$ cat src/rcpd_pkg.sv
package rcpd_pkg;

	// ---------------------------------------------------------------
	// Widths
	// ---------------------------------------------------------------
	localparam int ADDR_W = 4;
	localparam int DATA_W = 8;
	localparam int PC_W   = 21;
	localparam int CFG_N  = 4;
	localparam int CFG_W  = 8;
	localparam int POWERUP_DELAY_COUNTER_W = 5;
	localparam int TICK_W = 12;

	// ---------------------------------------------------------------
	// Register offsets
	// ---------------------------------------------------------------
	localparam logic [ADDR_W-1:0] OFS_RESET_CTRL = 4'h0;
	localparam logic [ADDR_W-1:0] OFS_STACK_STAT = 4'h1;
	localparam logic [ADDR_W-1:0] OFS_SEQ_STAT   = 4'h2;

	// ---------------------------------------------------------------
	// Field positions, masks and reset values
	// ---------------------------------------------------------------
	localparam int B_IPEN   = 7;
	localparam int B_CM     = 5;
	localparam int B_RI     = 4;
	localparam int B_TO     = 3;
	localparam int B_PD     = 2;
	localparam int B_POR    = 1;
	localparam int B_BOR    = 0;
	localparam int B_STACK_FULL_FLAG = 7;
	localparam int B_STACK_UNDERFLOW_FLAG = 6;

	localparam logic [DATA_W-1:0] RESET_CONTROL_REG_POR_VAL  = 8'h3C;
	localparam logic [DATA_W-1:0] RESET_CONTROL_REG_WR_MASK  = 8'hB3;
	localparam logic [DATA_W-1:0] STK_POR_VAL   = 8'h00;
	localparam logic [DATA_W-1:0] STK_WR_MASK   = 8'hC0;
	localparam logic [DATA_W-1:0] RD_UNMAPPED   = 8'h00;

	// ---------------------------------------------------------------
	// Timing
	// ---------------------------------------------------------------
	localparam int CLK_PERIOD_NS = 10;
	localparam int RC_PERIOD_NS  = 32000;
	localparam int RC_TICK_CYC   = RC_PERIOD_NS / CLK_PERIOD_NS;
	localparam logic [TICK_W-1:0] RC_TICK_LAST = TICK_W'(RC_TICK_CYC - 1);
	localparam logic [TICK_W-1:0] TICK_ZERO    = 12'h000;
	localparam logic [TICK_W-1:0] TICK_ONE     = 12'h001;
	localparam logic [POWERUP_DELAY_COUNTER_W-1:0] POWERUP_DELAY_COUNTER_LAST    = 5'h1F;
	localparam logic [POWERUP_DELAY_COUNTER_W-1:0] POWERUP_DELAY_COUNTER_ZERO    = 5'h00;
	localparam logic [POWERUP_DELAY_COUNTER_W-1:0] POWERUP_DELAY_COUNTER_ONE     = 5'h01;

	// ---------------------------------------------------------------
	// Program counter values
	// ---------------------------------------------------------------
	localparam logic [PC_W-1:0] VEC_RESET = 21'h000000;
	localparam logic [PC_W-1:0] VEC_HIGH  = 21'h000008;
	localparam logic [PC_W-1:0] VEC_LOW   = 21'h000018;
	localparam logic [PC_W-1:0] PC_STEP   = 21'h000002;

	// ---------------------------------------------------------------
	// Types
	// ---------------------------------------------------------------
	typedef enum logic [1:0] {
		PM_FULL  = 2'h0,
		PM_RUN   = 2'h1,
		PM_IDLE  = 2'h2,
		PM_SLEEP = 2'h3
	} rcpd_pmode_t;

	typedef enum logic [1:0] {
		ST_POWER = 2'b00,
		ST_DELAY = 2'b01,
		ST_PIN   = 2'b11,
		ST_RUN   = 2'b10
	} rcpd_state_t;

	typedef enum logic [1:0] {
		INIT_POWER = 2'h0,
		INIT_HARD  = 2'h1,
		INIT_WAKE  = 2'h2
	} rcpd_init_t;

	typedef struct packed {
		logic wdt_timeout;
		logic reset_instr;
		logic stack_full;
		logic stack_underflow;
		logic int_wake;
		logic sleep_instr;
		logic clrwdt_instr;
	} rcpd_evt_t;

endpackage

$ cat src/rcpd_top.sv
`timescale 1ns/1ps
`default_nettype none

module rcpd_top (
	// Clock and reset
	input  wire logic                                      mclk,
	input  wire logic                                      srst,
	// Register port
	input  wire logic [rcpd_pkg::ADDR_W-1:0]               reg_addr,
	input  wire logic [rcpd_pkg::DATA_W-1:0]               reg_wdata,
	input  wire logic                                      reg_wr,
	input  wire logic                                      reg_rd,
	output logic      [rcpd_pkg::DATA_W-1:0]               reg_rdata,
	// Supply monitors and reset pin
	input  wire logic                                      por_pulse,
	input  wire logic                                      bor_core,
	input  wire logic                                      external_reset_pin_n,
	// Core events and state
	input  wire rcpd_pkg::rcpd_evt_t                       evt,
	input  wire rcpd_pkg::rcpd_pmode_t                     pwr_mode,
	input  wire logic                                      stack_overflow_reset_enable,
	input  wire logic                                      high_prio_global_int_enable,
	input  wire logic                                      low_prio_global_int_enable,
	input  wire logic                                      int_high_prio,
	input  wire logic      [rcpd_pkg::PC_W-1:0]            cur_pc,
	// Configuration words and their shadows
	input  wire logic [rcpd_pkg::CFG_N*rcpd_pkg::CFG_W-1:0] cfg_words,
	input  wire logic [rcpd_pkg::CFG_N*rcpd_pkg::CFG_W-1:0] cfg_shadow,
	// Sequencer outputs
	output logic                                           core_reset,
	output logic                                           pc_load,
	output logic      [rcpd_pkg::PC_W-1:0]                 pc_value,
	output logic                                           cfg_reload,
	output rcpd_pkg::rcpd_init_t                           reg_init
);

	// ---------------------------------------------------------------
	// Functions
	// ---------------------------------------------------------------
	function automatic logic rcpd_is_sleepy(input rcpd_pkg::rcpd_pmode_t m);
		rcpd_is_sleepy = (m == rcpd_pkg::PM_IDLE) || (m == rcpd_pkg::PM_SLEEP);
	endfunction

	function automatic logic [rcpd_pkg::DATA_W-1:0] rcpd_wr_merge(
		input logic [rcpd_pkg::DATA_W-1:0] cur,
		input logic [rcpd_pkg::DATA_W-1:0] wd,
		input logic [rcpd_pkg::DATA_W-1:0] mask,
		input logic                        hit);
		rcpd_wr_merge = hit ? ((cur & ~mask) | (wd & mask)) : cur;
	endfunction

	// ---------------------------------------------------------------
	// State
	// ---------------------------------------------------------------
	rcpd_pkg::rcpd_state_t             state_ff;
	rcpd_pkg::rcpd_state_t             nxt_state;
	logic [rcpd_pkg::TICK_W-1:0]       tick_cnt_ff;
	logic [rcpd_pkg::POWERUP_DELAY_COUNTER_W-1:0]       powerup_delay_counter_cnt_ff;
	logic [rcpd_pkg::DATA_W-1:0]       reset_control_reg_ff;
	logic [rcpd_pkg::DATA_W-1:0]       nxt_reset_control_reg;
	logic [rcpd_pkg::DATA_W-1:0]       stk_ff;
	logic [rcpd_pkg::DATA_W-1:0]       nxt_stk;
	logic [rcpd_pkg::DATA_W-1:0]       reg_rdata_ff;
	logic                              core_reset_ff;
	logic                              pc_load_ff;
	logic [rcpd_pkg::PC_W-1:0]         pc_value_ff;
	logic                              cfg_reload_ff;
	rcpd_pkg::rcpd_init_t              reg_init_ff;

	// ---------------------------------------------------------------
	// Event decode
	// ---------------------------------------------------------------
	wire logic power_req    = por_pulse | bor_core;
	wire logic pin_low      = ~external_reset_pin_n;
	wire logic sleepy       = rcpd_is_sleepy(pwr_mode);
	wire logic in_run       = (state_ff == rcpd_pkg::ST_RUN) & ~power_req;
	wire logic cfg_mismatch = |(~(cfg_words ^ cfg_shadow));
	wire logic take_pin     = in_run & pin_low;
	wire logic take_cm      = in_run & ~pin_low & cfg_mismatch;
	wire logic take_ri      = in_run & ~pin_low & ~cfg_mismatch & evt.reset_instr;
	wire logic rest_ok      = in_run & ~pin_low & ~cfg_mismatch & ~evt.reset_instr;
	wire logic take_wdt     = rest_ok & evt.wdt_timeout;
	wire logic wdt_reset    = take_wdt & ~sleepy;
	wire logic wdt_wake     = take_wdt & sleepy;
	wire logic stk_ok       = rest_ok & ~evt.wdt_timeout;
	wire logic take_full    = stk_ok & evt.stack_full;
	wire logic take_unf     = stk_ok & ~evt.stack_full & evt.stack_underflow;
	wire logic stk_reset    = (take_full | take_unf) & stack_overflow_reset_enable;
	wire logic take_int     = stk_ok & ~stk_reset & evt.int_wake & sleepy;
	wire logic misc_ok      = stk_ok & ~stk_reset & ~take_int;
	wire logic hard_req     = take_pin | take_cm | take_ri | wdt_reset | stk_reset;
	wire logic wake         = wdt_wake | take_int;
	wire logic gie_any      = high_prio_global_int_enable | low_prio_global_int_enable;
	wire logic rc_tick      = (tick_cnt_ff == rcpd_pkg::RC_TICK_LAST);
	wire logic powerup_delay_counter_done    = rc_tick & (powerup_delay_counter_cnt_ff == rcpd_pkg::POWERUP_DELAY_COUNTER_LAST);
	wire logic leave_power  = (state_ff == rcpd_pkg::ST_POWER) & ~power_req;
	wire logic enter_run    = (state_ff != rcpd_pkg::ST_RUN) & (nxt_state == rcpd_pkg::ST_RUN);

	wire logic [rcpd_pkg::PC_W-1:0] step_pc = rcpd_pkg::PC_W'(cur_pc + rcpd_pkg::PC_STEP);
	wire logic [rcpd_pkg::PC_W-1:0] int_vec =
		int_high_prio ? rcpd_pkg::VEC_HIGH : rcpd_pkg::VEC_LOW;
	wire logic [rcpd_pkg::PC_W-1:0] wake_pc = (take_int & gie_any) ? int_vec : step_pc;

	// ---------------------------------------------------------------
	// Register port decode
	// ---------------------------------------------------------------
	wire logic wr_reset_control_reg = reg_wr & (reg_addr == rcpd_pkg::OFS_RESET_CTRL);
	wire logic wr_stk  = reg_wr & (reg_addr == rcpd_pkg::OFS_STACK_STAT);
	wire logic [rcpd_pkg::DATA_W-1:0] sw_reset_control_reg =
		rcpd_wr_merge(reset_control_reg_ff, reg_wdata, rcpd_pkg::RESET_CONTROL_REG_WR_MASK, wr_reset_control_reg);
	wire logic [rcpd_pkg::DATA_W-1:0] sw_stk =
		rcpd_wr_merge(stk_ff, reg_wdata, rcpd_pkg::STK_WR_MASK, wr_stk);
	wire logic [rcpd_pkg::DATA_W-1:0] seq_stat = {state_ff, core_reset_ff, powerup_delay_counter_cnt_ff};
	wire logic [rcpd_pkg::DATA_W-1:0] rd_mux =
		(reg_addr == rcpd_pkg::OFS_RESET_CTRL) ? reset_control_reg_ff :
		(reg_addr == rcpd_pkg::OFS_STACK_STAT) ? stk_ff :
		(reg_addr == rcpd_pkg::OFS_SEQ_STAT)   ? seq_stat : rcpd_pkg::RD_UNMAPPED;

	// ---------------------------------------------------------------
	// Sequencer
	// ---------------------------------------------------------------
	always_comb begin
		nxt_state = state_ff;
		unique case (state_ff)
			rcpd_pkg::ST_POWER: begin
				if (!power_req) begin
					nxt_state = rcpd_pkg::ST_DELAY;
				end
			end
			rcpd_pkg::ST_DELAY: begin
				if (powerup_delay_counter_done) begin
					nxt_state = pin_low ? rcpd_pkg::ST_PIN : rcpd_pkg::ST_RUN;
				end
			end
			rcpd_pkg::ST_PIN: begin
				if (!pin_low) begin
					nxt_state = rcpd_pkg::ST_RUN;
				end
			end
			rcpd_pkg::ST_RUN: begin
				if (hard_req) begin
					nxt_state = rcpd_pkg::ST_PIN;
				end
			end
		endcase
		if (power_req) begin
			nxt_state = rcpd_pkg::ST_POWER;
		end
	end

	// ---------------------------------------------------------------
	// Cause flags; hardware events win over a write in the same cycle
	// ---------------------------------------------------------------
	always_comb begin
		nxt_reset_control_reg = sw_reset_control_reg;
		nxt_stk  = sw_stk;
		if (power_req) begin
			nxt_reset_control_reg[rcpd_pkg::B_IPEN] = 1'b0;
			nxt_reset_control_reg[rcpd_pkg::B_CM]   = 1'b1;
			nxt_reset_control_reg[rcpd_pkg::B_RI]   = 1'b1;
			nxt_reset_control_reg[rcpd_pkg::B_TO]   = 1'b1;
			nxt_reset_control_reg[rcpd_pkg::B_PD]   = 1'b1;
			nxt_reset_control_reg[rcpd_pkg::B_BOR]  = 1'b0;
			if (por_pulse) begin
				nxt_reset_control_reg[rcpd_pkg::B_POR] = 1'b0;
				nxt_stk                   = rcpd_pkg::STK_POR_VAL;
			end
		end else if (take_pin) begin
			nxt_reset_control_reg[rcpd_pkg::B_IPEN] = 1'b0;
			if (pwr_mode != rcpd_pkg::PM_FULL) begin
				nxt_reset_control_reg[rcpd_pkg::B_TO] = 1'b1;
			end
			if (sleepy) begin
				nxt_reset_control_reg[rcpd_pkg::B_PD] = 1'b0;
			end
		end else if (take_cm) begin
			nxt_reset_control_reg[rcpd_pkg::B_IPEN] = 1'b0;
			nxt_reset_control_reg[rcpd_pkg::B_CM]   = 1'b0;
		end else if (take_ri) begin
			nxt_reset_control_reg[rcpd_pkg::B_IPEN] = 1'b0;
			nxt_reset_control_reg[rcpd_pkg::B_RI]   = 1'b0;
		end else if (take_wdt) begin
			nxt_reset_control_reg[rcpd_pkg::B_TO] = 1'b0;
			if (sleepy) begin
				nxt_reset_control_reg[rcpd_pkg::B_PD] = 1'b0;
			end else begin
				nxt_reset_control_reg[rcpd_pkg::B_IPEN] = 1'b0;
			end
		end else begin
			if (take_full) begin
				nxt_stk[rcpd_pkg::B_STACK_FULL_FLAG] = 1'b1;
			end
			if (take_unf) begin
				nxt_stk[rcpd_pkg::B_STACK_UNDERFLOW_FLAG] = 1'b1;
			end
			if (stk_reset) begin
				nxt_reset_control_reg[rcpd_pkg::B_IPEN] = 1'b0;
			end
			if (take_int) begin
				nxt_reset_control_reg[rcpd_pkg::B_PD] = 1'b0;
			end else if (misc_ok && evt.sleep_instr) begin
				nxt_reset_control_reg[rcpd_pkg::B_TO] = 1'b1;
				nxt_reset_control_reg[rcpd_pkg::B_PD] = 1'b0;
			end else if (misc_ok && evt.clrwdt_instr) begin
				nxt_reset_control_reg[rcpd_pkg::B_TO] = 1'b1;
				nxt_reset_control_reg[rcpd_pkg::B_PD] = 1'b1;
			end
		end
	end

	// ---------------------------------------------------------------
	// Flops
	// ---------------------------------------------------------------
	always_ff @(posedge mclk) begin
		if (srst) begin
			state_ff    <= rcpd_pkg::ST_POWER;
			tick_cnt_ff <= rcpd_pkg::TICK_ZERO;
			powerup_delay_counter_cnt_ff <= rcpd_pkg::POWERUP_DELAY_COUNTER_ZERO;
		end else begin
			state_ff <= nxt_state;
			if (state_ff != rcpd_pkg::ST_DELAY || power_req) begin
				tick_cnt_ff <= rcpd_pkg::TICK_ZERO;
				powerup_delay_counter_cnt_ff <= rcpd_pkg::POWERUP_DELAY_COUNTER_ZERO;
			end else if (rc_tick) begin
				tick_cnt_ff <= rcpd_pkg::TICK_ZERO;
				powerup_delay_counter_cnt_ff <= powerup_delay_counter_cnt_ff + rcpd_pkg::POWERUP_DELAY_COUNTER_ONE;
			end else begin
				tick_cnt_ff <= tick_cnt_ff + rcpd_pkg::TICK_ONE;
			end
		end
	end

	always_ff @(posedge mclk) begin
		if (srst) begin
			reset_control_reg_ff <= rcpd_pkg::RESET_CONTROL_REG_POR_VAL;
			stk_ff  <= rcpd_pkg::STK_POR_VAL;
		end else begin
			reset_control_reg_ff <= nxt_reset_control_reg;
			stk_ff  <= nxt_stk;
		end
	end

	always_ff @(posedge mclk) begin
		if (srst) begin
			reg_rdata_ff  <= rcpd_pkg::RD_UNMAPPED;
			core_reset_ff <= 1'b1;
			pc_load_ff    <= 1'b0;
			pc_value_ff   <= rcpd_pkg::VEC_RESET;
			cfg_reload_ff <= 1'b0;
			reg_init_ff   <= rcpd_pkg::INIT_POWER;
		end else begin
			reg_rdata_ff  <= reg_rd ? rd_mux : rcpd_pkg::RD_UNMAPPED;
			core_reset_ff <= (nxt_state != rcpd_pkg::ST_RUN);
			pc_load_ff    <= enter_run | wake;
			if (enter_run) begin
				pc_value_ff <= rcpd_pkg::VEC_RESET;
			end else if (wake) begin
				pc_value_ff <= wake_pc;
			end
			cfg_reload_ff <= leave_power | hard_req;
			if (power_req) begin
				reg_init_ff <= rcpd_pkg::INIT_POWER;
			end else if (hard_req) begin
				reg_init_ff <= rcpd_pkg::INIT_HARD;
			end else if (wake) begin
				reg_init_ff <= rcpd_pkg::INIT_WAKE;
			end
		end
	end

	assign reg_rdata  = reg_rdata_ff;
	assign core_reset = core_reset_ff;
	assign pc_load    = pc_load_ff;
	assign pc_value   = pc_value_ff;
	assign cfg_reload = cfg_reload_ff;
	assign reg_init   = reg_init_ff;
endmodule

`default_nettype wire

$ cat config.mk
export PLATFORM = sky130hd
export DESIGN_NAME = rcpd_top
export DESIGN_NICKNAME = d
export VERILOG_FILES = /design/src/rcpd_pkg.sv /design/src/rcpd_top.sv
export SDC_FILE = /design/constraint.sdc
export NUM_CORES = 1
export LEC_CHECK = 0
export ABC_AREA = 1
export ABC_CLOCK_PERIOD_IN_PS = 3670
export BUFFER_PORTS_ARGS = -buffer_cell sky130_fd_sc_hd__buf_2
export CAP_MARGIN = 15
export CORE_ASPECT_RATIO = 1.4
export CORE_UTILIZATION = 51
export CTS_BUF_LIST = sky130_fd_sc_hd__clkbuf_8
export CTS_CLUSTER_SIZE = 20
export DETAILED_ROUTE_END_ITERATION = 12
export PLACE_DENSITY = 0.85
export SLEW_MARGIN = 20
export SYNTH_ARGS = -nofsm -noshare
export SYNTH_HDL_FRONTEND = slang
export SYNTH_SLANG_ARGS = --single-unit
$ cat constraint.sdc
create_clock -name mclk -period 3.67 [get_ports mclk]
set_input_delay 1.101 -clock mclk [delete_from_list [all_inputs] [get_ports mclk]]
set_output_delay 1.101 -clock mclk [all_outputs]
set_load 0.005 [all_outputs]
# ---- Word level (Yosys, flattened, before mapping)
# Cells that the tools add are included.
dict set report word_totals {
  output_inout_bits 34
  regBits 69
}
dict set report op_classes {
  bitwise_logic 49
  reduce_logical 16
  mux 42
  n_eq_ne 13
  n_addsub 3
}
# cell n
set op_table {}
lappend op_table {{$mux W8} 6}
lappend op_table {{$mux W2} 16}
lappend op_table {{$not A32 Y32} 1}
lappend op_table {{$reduce_or A32 Y1} 1}
lappend op_table {{$xor A32 B32 Y32} 1}
lappend op_table {{$and A1 B1 Y1} 25}
lappend op_table {{$add A21 B2 Y21 const B} 1}
lappend op_table {{$mux W21} 1}
lappend op_table {{$mux W1} 15}
lappend op_table {{$add A12 B1 Y12 const B} 1}
lappend op_table {{$eq A12 B12 Y1 const B} 1}
lappend op_table {{$eq A2 B2 Y1 const B} 5}
lappend op_table {{$not A1 Y1} 10}
lappend op_table {{$or A1 B1 Y1} 10}
lappend op_table {{$or A6 B8 Y8} 1}
lappend op_table {{$or A7 B8 Y8} 1}
lappend op_table {{$pmux W2 S4} 1}
lappend op_table {{$reduce_or A2 Y1} 4}
lappend op_table {{$mux W6} 1}
lappend op_table {{$reduce_or A3 Y1} 2}
lappend op_table {{$add A5 B1 Y5 const B} 1}
lappend op_table {{$eq A5 B5 Y1 const B} 1}
lappend op_table {{$mux W5} 1}
lappend op_table {{$reduce_or A5 Y1} 1}
lappend op_table {{other kinds (11)} 15}

# ---- Logic depth before layout (Yosys ltp)
dict set report depth {
  depth_word 25
  ltp_mapped 17
  ltp_nobuf 17
}

# ---- Worst setup path before layout
# OpenSTA, ideal clock, no wires.
dict set report synth_timing {
  kind {input -> register}
  start {in cfg_words[0] (netlist bit)}
  end {reg pc_value_ff (netlist bit pc_value[7])}
  t_required_ns 3.550
  path_slack_ns 1.007
  setup_ns 0.120
  arrival_time_ns 2.543
  path_stages 13
  path_cell_list {nand2_1 -> inv_1 -> nor2_1 -> nand2_1 -> nor2_2 -> nand2_2 -> nor2_4 -> nand3_4 -> nor3_4 -> nand4_4 -> buf_6 -> nand3b_1 -> a21oi_2}
}
dict set report synth_between {
  elab_chain_len 18
}
# element line
set synth_rtl {}
lappend synth_rtl {{start, declared} rcpd_top.sv:27} ;# input wire logic [rcpd_pkg::CFG_N*rcpd_pkg::CFG_W-1:0] cfg_words,
lappend synth_rtl {{$xor A32 B32 Y32 *} rcpd_top.sv:77} ;# wire logic cfg_mismatch = |(~(cfg_words ^ cfg_shadow));
lappend synth_rtl {{$not A32 Y32 *} rcpd_top.sv:77}
lappend synth_rtl {{$reduce_or A32 Y1 *} rcpd_top.sv:77}
lappend synth_rtl {{$not A1 Y1} {rcpd_top.sv:80, rcpd_top.sv:81}}
lappend synth_rtl {{$and A1 B1 Y1} {rcpd_top.sv:80, rcpd_top.sv:81}}
lappend synth_rtl {{$and A1 B1 Y1} rcpd_top.sv:81} ;# wire logic rest_ok = in_run & ~pin_low & ~cfg_mismatch & ~evt.reset_instr;
lappend synth_rtl {{$and A1 B1 Y1} rcpd_top.sv:85} ;# wire logic stk_ok = rest_ok & ~evt.wdt_timeout;
lappend synth_rtl {{$and A1 B1 Y1 (2 in series)} rcpd_top.sv:87} ;# wire logic take_unf = stk_ok & ~evt.stack_full & evt.stack_underflow;
lappend synth_rtl {{$or A1 B1 Y1} rcpd_top.sv:88} ;# wire logic stk_reset = (take_full | take_unf) & stack_overflow_reset_enable;
lappend synth_rtl {{$and A1 B1 Y1} rcpd_top.sv:88}
lappend synth_rtl {{$or A1 B1 Y1} rcpd_top.sv:91} ;# wire logic hard_req = take_pin | take_cm | take_ri | wdt_reset | stk_reset;
lappend synth_rtl {{$mux W2} rcpd_top.sv:141} ;# if (hard_req) begin
lappend synth_rtl {{$pmux W2 S4} rcpd_top.sv:124} ;# unique case (state_ff)
lappend synth_rtl {{$mux W2} rcpd_top.sv:146} ;# if (power_req) begin
lappend synth_rtl {{$eq A2 B2 Y1} rcpd_top.sv:97} ;# wire logic enter_run = (state_ff != rcpd_pkg::ST_RUN) & (nxt_state == rcpd_pkg::ST_RUN);
lappend synth_rtl {{$and A1 B1 Y1} rcpd_top.sv:97}
lappend synth_rtl {{$reduce_or A2 Y1 (no source line)} -}
lappend synth_rtl {{end signal, assigned} rcpd_top.sv:248} ;# pc_value_ff <= rcpd_pkg::VEC_RESET;
lappend synth_rtl {{end signal, assigned} rcpd_top.sv:256} ;# pc_value_ff <= rcpd_pkg::VEC_RESET;
lappend synth_rtl {{end signal, assigned} rcpd_top.sv:258} ;# pc_value_ff <= wake_pc;
lappend synth_rtl {{end, declared} rcpd_top.sv:66} ;# logic [rcpd_pkg::PC_W-1:0] pc_value_ff;
# Mark *: on every way between the ends. The rest lies on a longest branch, timed or not.
# A chain may end at the register's enable or synchronous reset.

# ---- Worst setup path in the final report
dict set report layout_timing {
  start {in cfg_words[7] (netlist bit)}
  end {reg pc_value_ff (netlist bit pc_value[3])}
}
# Same word-level chain as after synthesis.

==> out/summary.txt <==
Met1 usage = 0.256
ANT cells = 0
Ys flop type = dfxtp_1
F_max = 344 MHz
Number of global-route vias before repair = 4258
Max-slew headroom = 0.649
DIE WIDTH = 76.5 µm
CTS root buf = clkbuf_8
Crit path launch = cfg_words[7]
Max cap viols = 0
Global Route met2 Usage = 0.477
Synth warn = 0
R2R depth = 11
PwrDens = 297 nW/µm²
Power, Total = 1.48 mW
Max Buffers Root-to-Sink = 2
Setup tns final = 0 ns
CP Launch Type = input port
Hold Path Origin = reset_control_reg_ff[1]
Fin area = 4970 µm²
IO Count = 151
Synth Area in Adders = 0.0126
Top-count cell post-synth = nand2_1
Via density = 5.00
Post-synth top area cell = dfxtp_1
Status = finished clean
Netlist cell types = 40
RSZ-0062 raised after global routing = no
GRT overflow = 0
DR vias = 4292
Worst setup EP type = flip-flop
Syn_area_per_cell = 6.57 µm²
Register clock-pin slew on the reported worst setup and hold paths = 0.07 ns
H-Tree Depth = 3
Synth-to-layout area growth = 25.5%
GPL Wtd Cong = 0.846
Remaining DRCs = 0
Max FO, Critical Path = 22
Leakage = 2.43 nW
CTS tree = built
Req. time, crit path = 3.89 ns
Tightest Pin Transition = 0.525 ns
Worst VDD drop = 0.233 mV
Synth Area in Compound Gates = 0.108
Hold Path Depth = 2
Final setup viols = 0
Slew Viols, Final = 0
Setup CP Type = in2reg
Mapped Area = 3960 µm²
Share of Yosys cell area claimed by the top area cell type = 0.314
XOR/XNOR Fraction of Synth Area = 0.0531
Placed Area = 4770 µm²
Initial antenna violation count = 0
First-pass GRT wire length = 17000 µm
Routed WL per cell = 11.5 µm
Hold Vio Cnt, Final = 0
ANT nets after route = 0
Main area contributors after synthesis = dfxtp_1 (31%), nand2_1 (16%), nor2_1 (8.7%), inv_1 (8.0%), xor2_1 (4.6%)
WP data arrival = 3.13 ns
Std-Cell Core Area = 7450 µm²
Largest net degree at the start of global routing = 23
Final wirelength = 9840 µm
Clock skew = 0.0164 ns
Post-CTS sizing = 0
FP Rows = 37
Total GRT Usage = 0.257
M3 GR Usage = 0.0609
Layout net count = 878
Die Area = 8120 µm²
Mux share of post-synthesis cell area = 0
Worst skew pair latency = 0.35 ns
Final Critical Period = 2.91 ns
Async S/R FF share, synth = 0
Hold crit path type = reg2reg
Synthesized netlist cell count = 603
Initial drt markers = 146
Die Span Y = 106 µm
CTS Buf Count = 9
Synth Net Count = 724
Simple-gate share of the synthesized area = 0.412
First-pass DRT Iterations = 5
Layout cells sized above 1 = 0.293
FF-to-FF Start = tick_cnt_ff[0]
Top cells by count, synth = nand2_1 (164), nor2_1 (92), inv_1 (84)
Initial Util = 0.531
Layer with the highest usage = met2
Register area share after synthesis = 0.314
Port bufs = 148
Hold Slack = 0.451 ns
Clock Sinks = 62
Hpwl dp = 7920 µm
Setup repair bufs after CTS = 0
EDFF count, synth = 0
FF+latch count, synth = 62
Main combinational cell family by area after synthesis = simple AND/OR/NAND/NOR gates
# hold bufs at CTS = 0
Final Cycle Share = 0.793
-- kinds of logic (layout without fill, tap and decap cells) --
family / count (synthesis) / count (layout)
compound gates: 66 / 66
xor+xnor: 24 / 24
fa+ha+maj: 4 / 4
buf+inv: 96 / 255
flops: 62 / 62
simple gates: 351 / 351
-- path summary, 6_finish.rpt --
path / slack [ns] / end
setup / recovery: 0.76 / pc_value[3]
hold / removal: 0.45 / reset_control_reg_ff[1]
setup reg to reg: 1.13 / pc_value[10]
hold reg to reg: 0.45 / reset_control_reg_ff[1]
-- final cells by class --
class,count,area [µm²]
inverters,89,337
flip-flops and latches,62,1240
clock buffers,9,124
repair buffers,150,756
multi-input cells,445,2320
clock inverters,7,72.6
fillers,662,2480
well taps,97,121
-- critical path, cell delays in order --
cell     delay, ns
buf_2         0.11
nand2_1       0.06
inv_1         0.04
nor2_1        0.15
nand2_1       0.07
nor2_1        0.08
nand2_1       0.07
nor2_2        0.15
nand3_4       0.13
nor3_4        0.29
nand3_2       0.14
nand2_2       0.42
nand3_1       0.14
o21ai_1       0.12
nor2_1        0.06
-- flip-flops by register name, summed over array words and instances, names as in the netlist, 2 cells and up --
| signal | count |
|---|---|
| pc_value | 21 |
| powerup_delay_counter_cnt_ff | 5 |
| reg_init | 2 |
| reg_rdata | 8 |
| reset_control_reg_ff | 7 |
| state_ff | 2 |
| stk_ff | 2 |
| tick_cnt_ff | 12 |
-- layer usage --
| layer | wire length [µm] | vias to the layer above |
|---|---|---|
| li1 | - | 2207 |
| met1 | 3790 | 1904 |
| met2 | 5110 | 151 |
| met3 | 618 | 30 |
| met4 | 319 | 0 |
| met5 | 0 | - |
-- per-stage QoR --
step           cells  setup WS, ns  utilization
2_1_floorplan    603          1.01            -
3_3_place_gp     843         0.495        0.640
3_5_place_dp     843         0.409        0.640
4_1_cts          859         0.774        0.667
5_1_grt          859         0.442        0.667
6_report         859         0.760        0.667
-- placed cells by master, fill, tap and decap left out, types with 2 or more instances in the layout --
| cell | count |
|---|---|
| inv_1 | 84 |
| o31ai_1 | 2 |
| o2111ai_1 | 2 |
| nand3_1 | 25 |
| clkinvlp_4 | 2 |
| or2_2 | 2 |
| inv_2 | 4 |
| inv_6 | 2 |
| buf_4 | 2 |
| clkinv_2 | 2 |
| nand2_1 | 164 |
| xor2_1 | 21 |
| nand4_1 | 10 |
| xnor2_1 | 3 |
| nor3b_1 | 3 |
| nor3_1 | 5 |
| nor3_2 | 2 |
| buf_2 | 148 |
| dfxtp_1 | 62 |
| a21oi_2 | 10 |
| clkbuf_8 | 9 |
| o21ai_0 | 12 |
| nand3b_1 | 11 |
| nand3_2 | 10 |
| nor2_1 | 92 |
| ha_1 | 4 |
| nor2_2 | 13 |
| nor2_4 | 3 |
| nand2_2 | 7 |
| a21oi_1 | 32 |
-- power by group --
group	switching, mW	internal [mW]
registers	0.00118	0.674
clock network	0.285	0.315
logic	0.114	0.0863
Note: power is estimated with default switching activity, not from simulation.
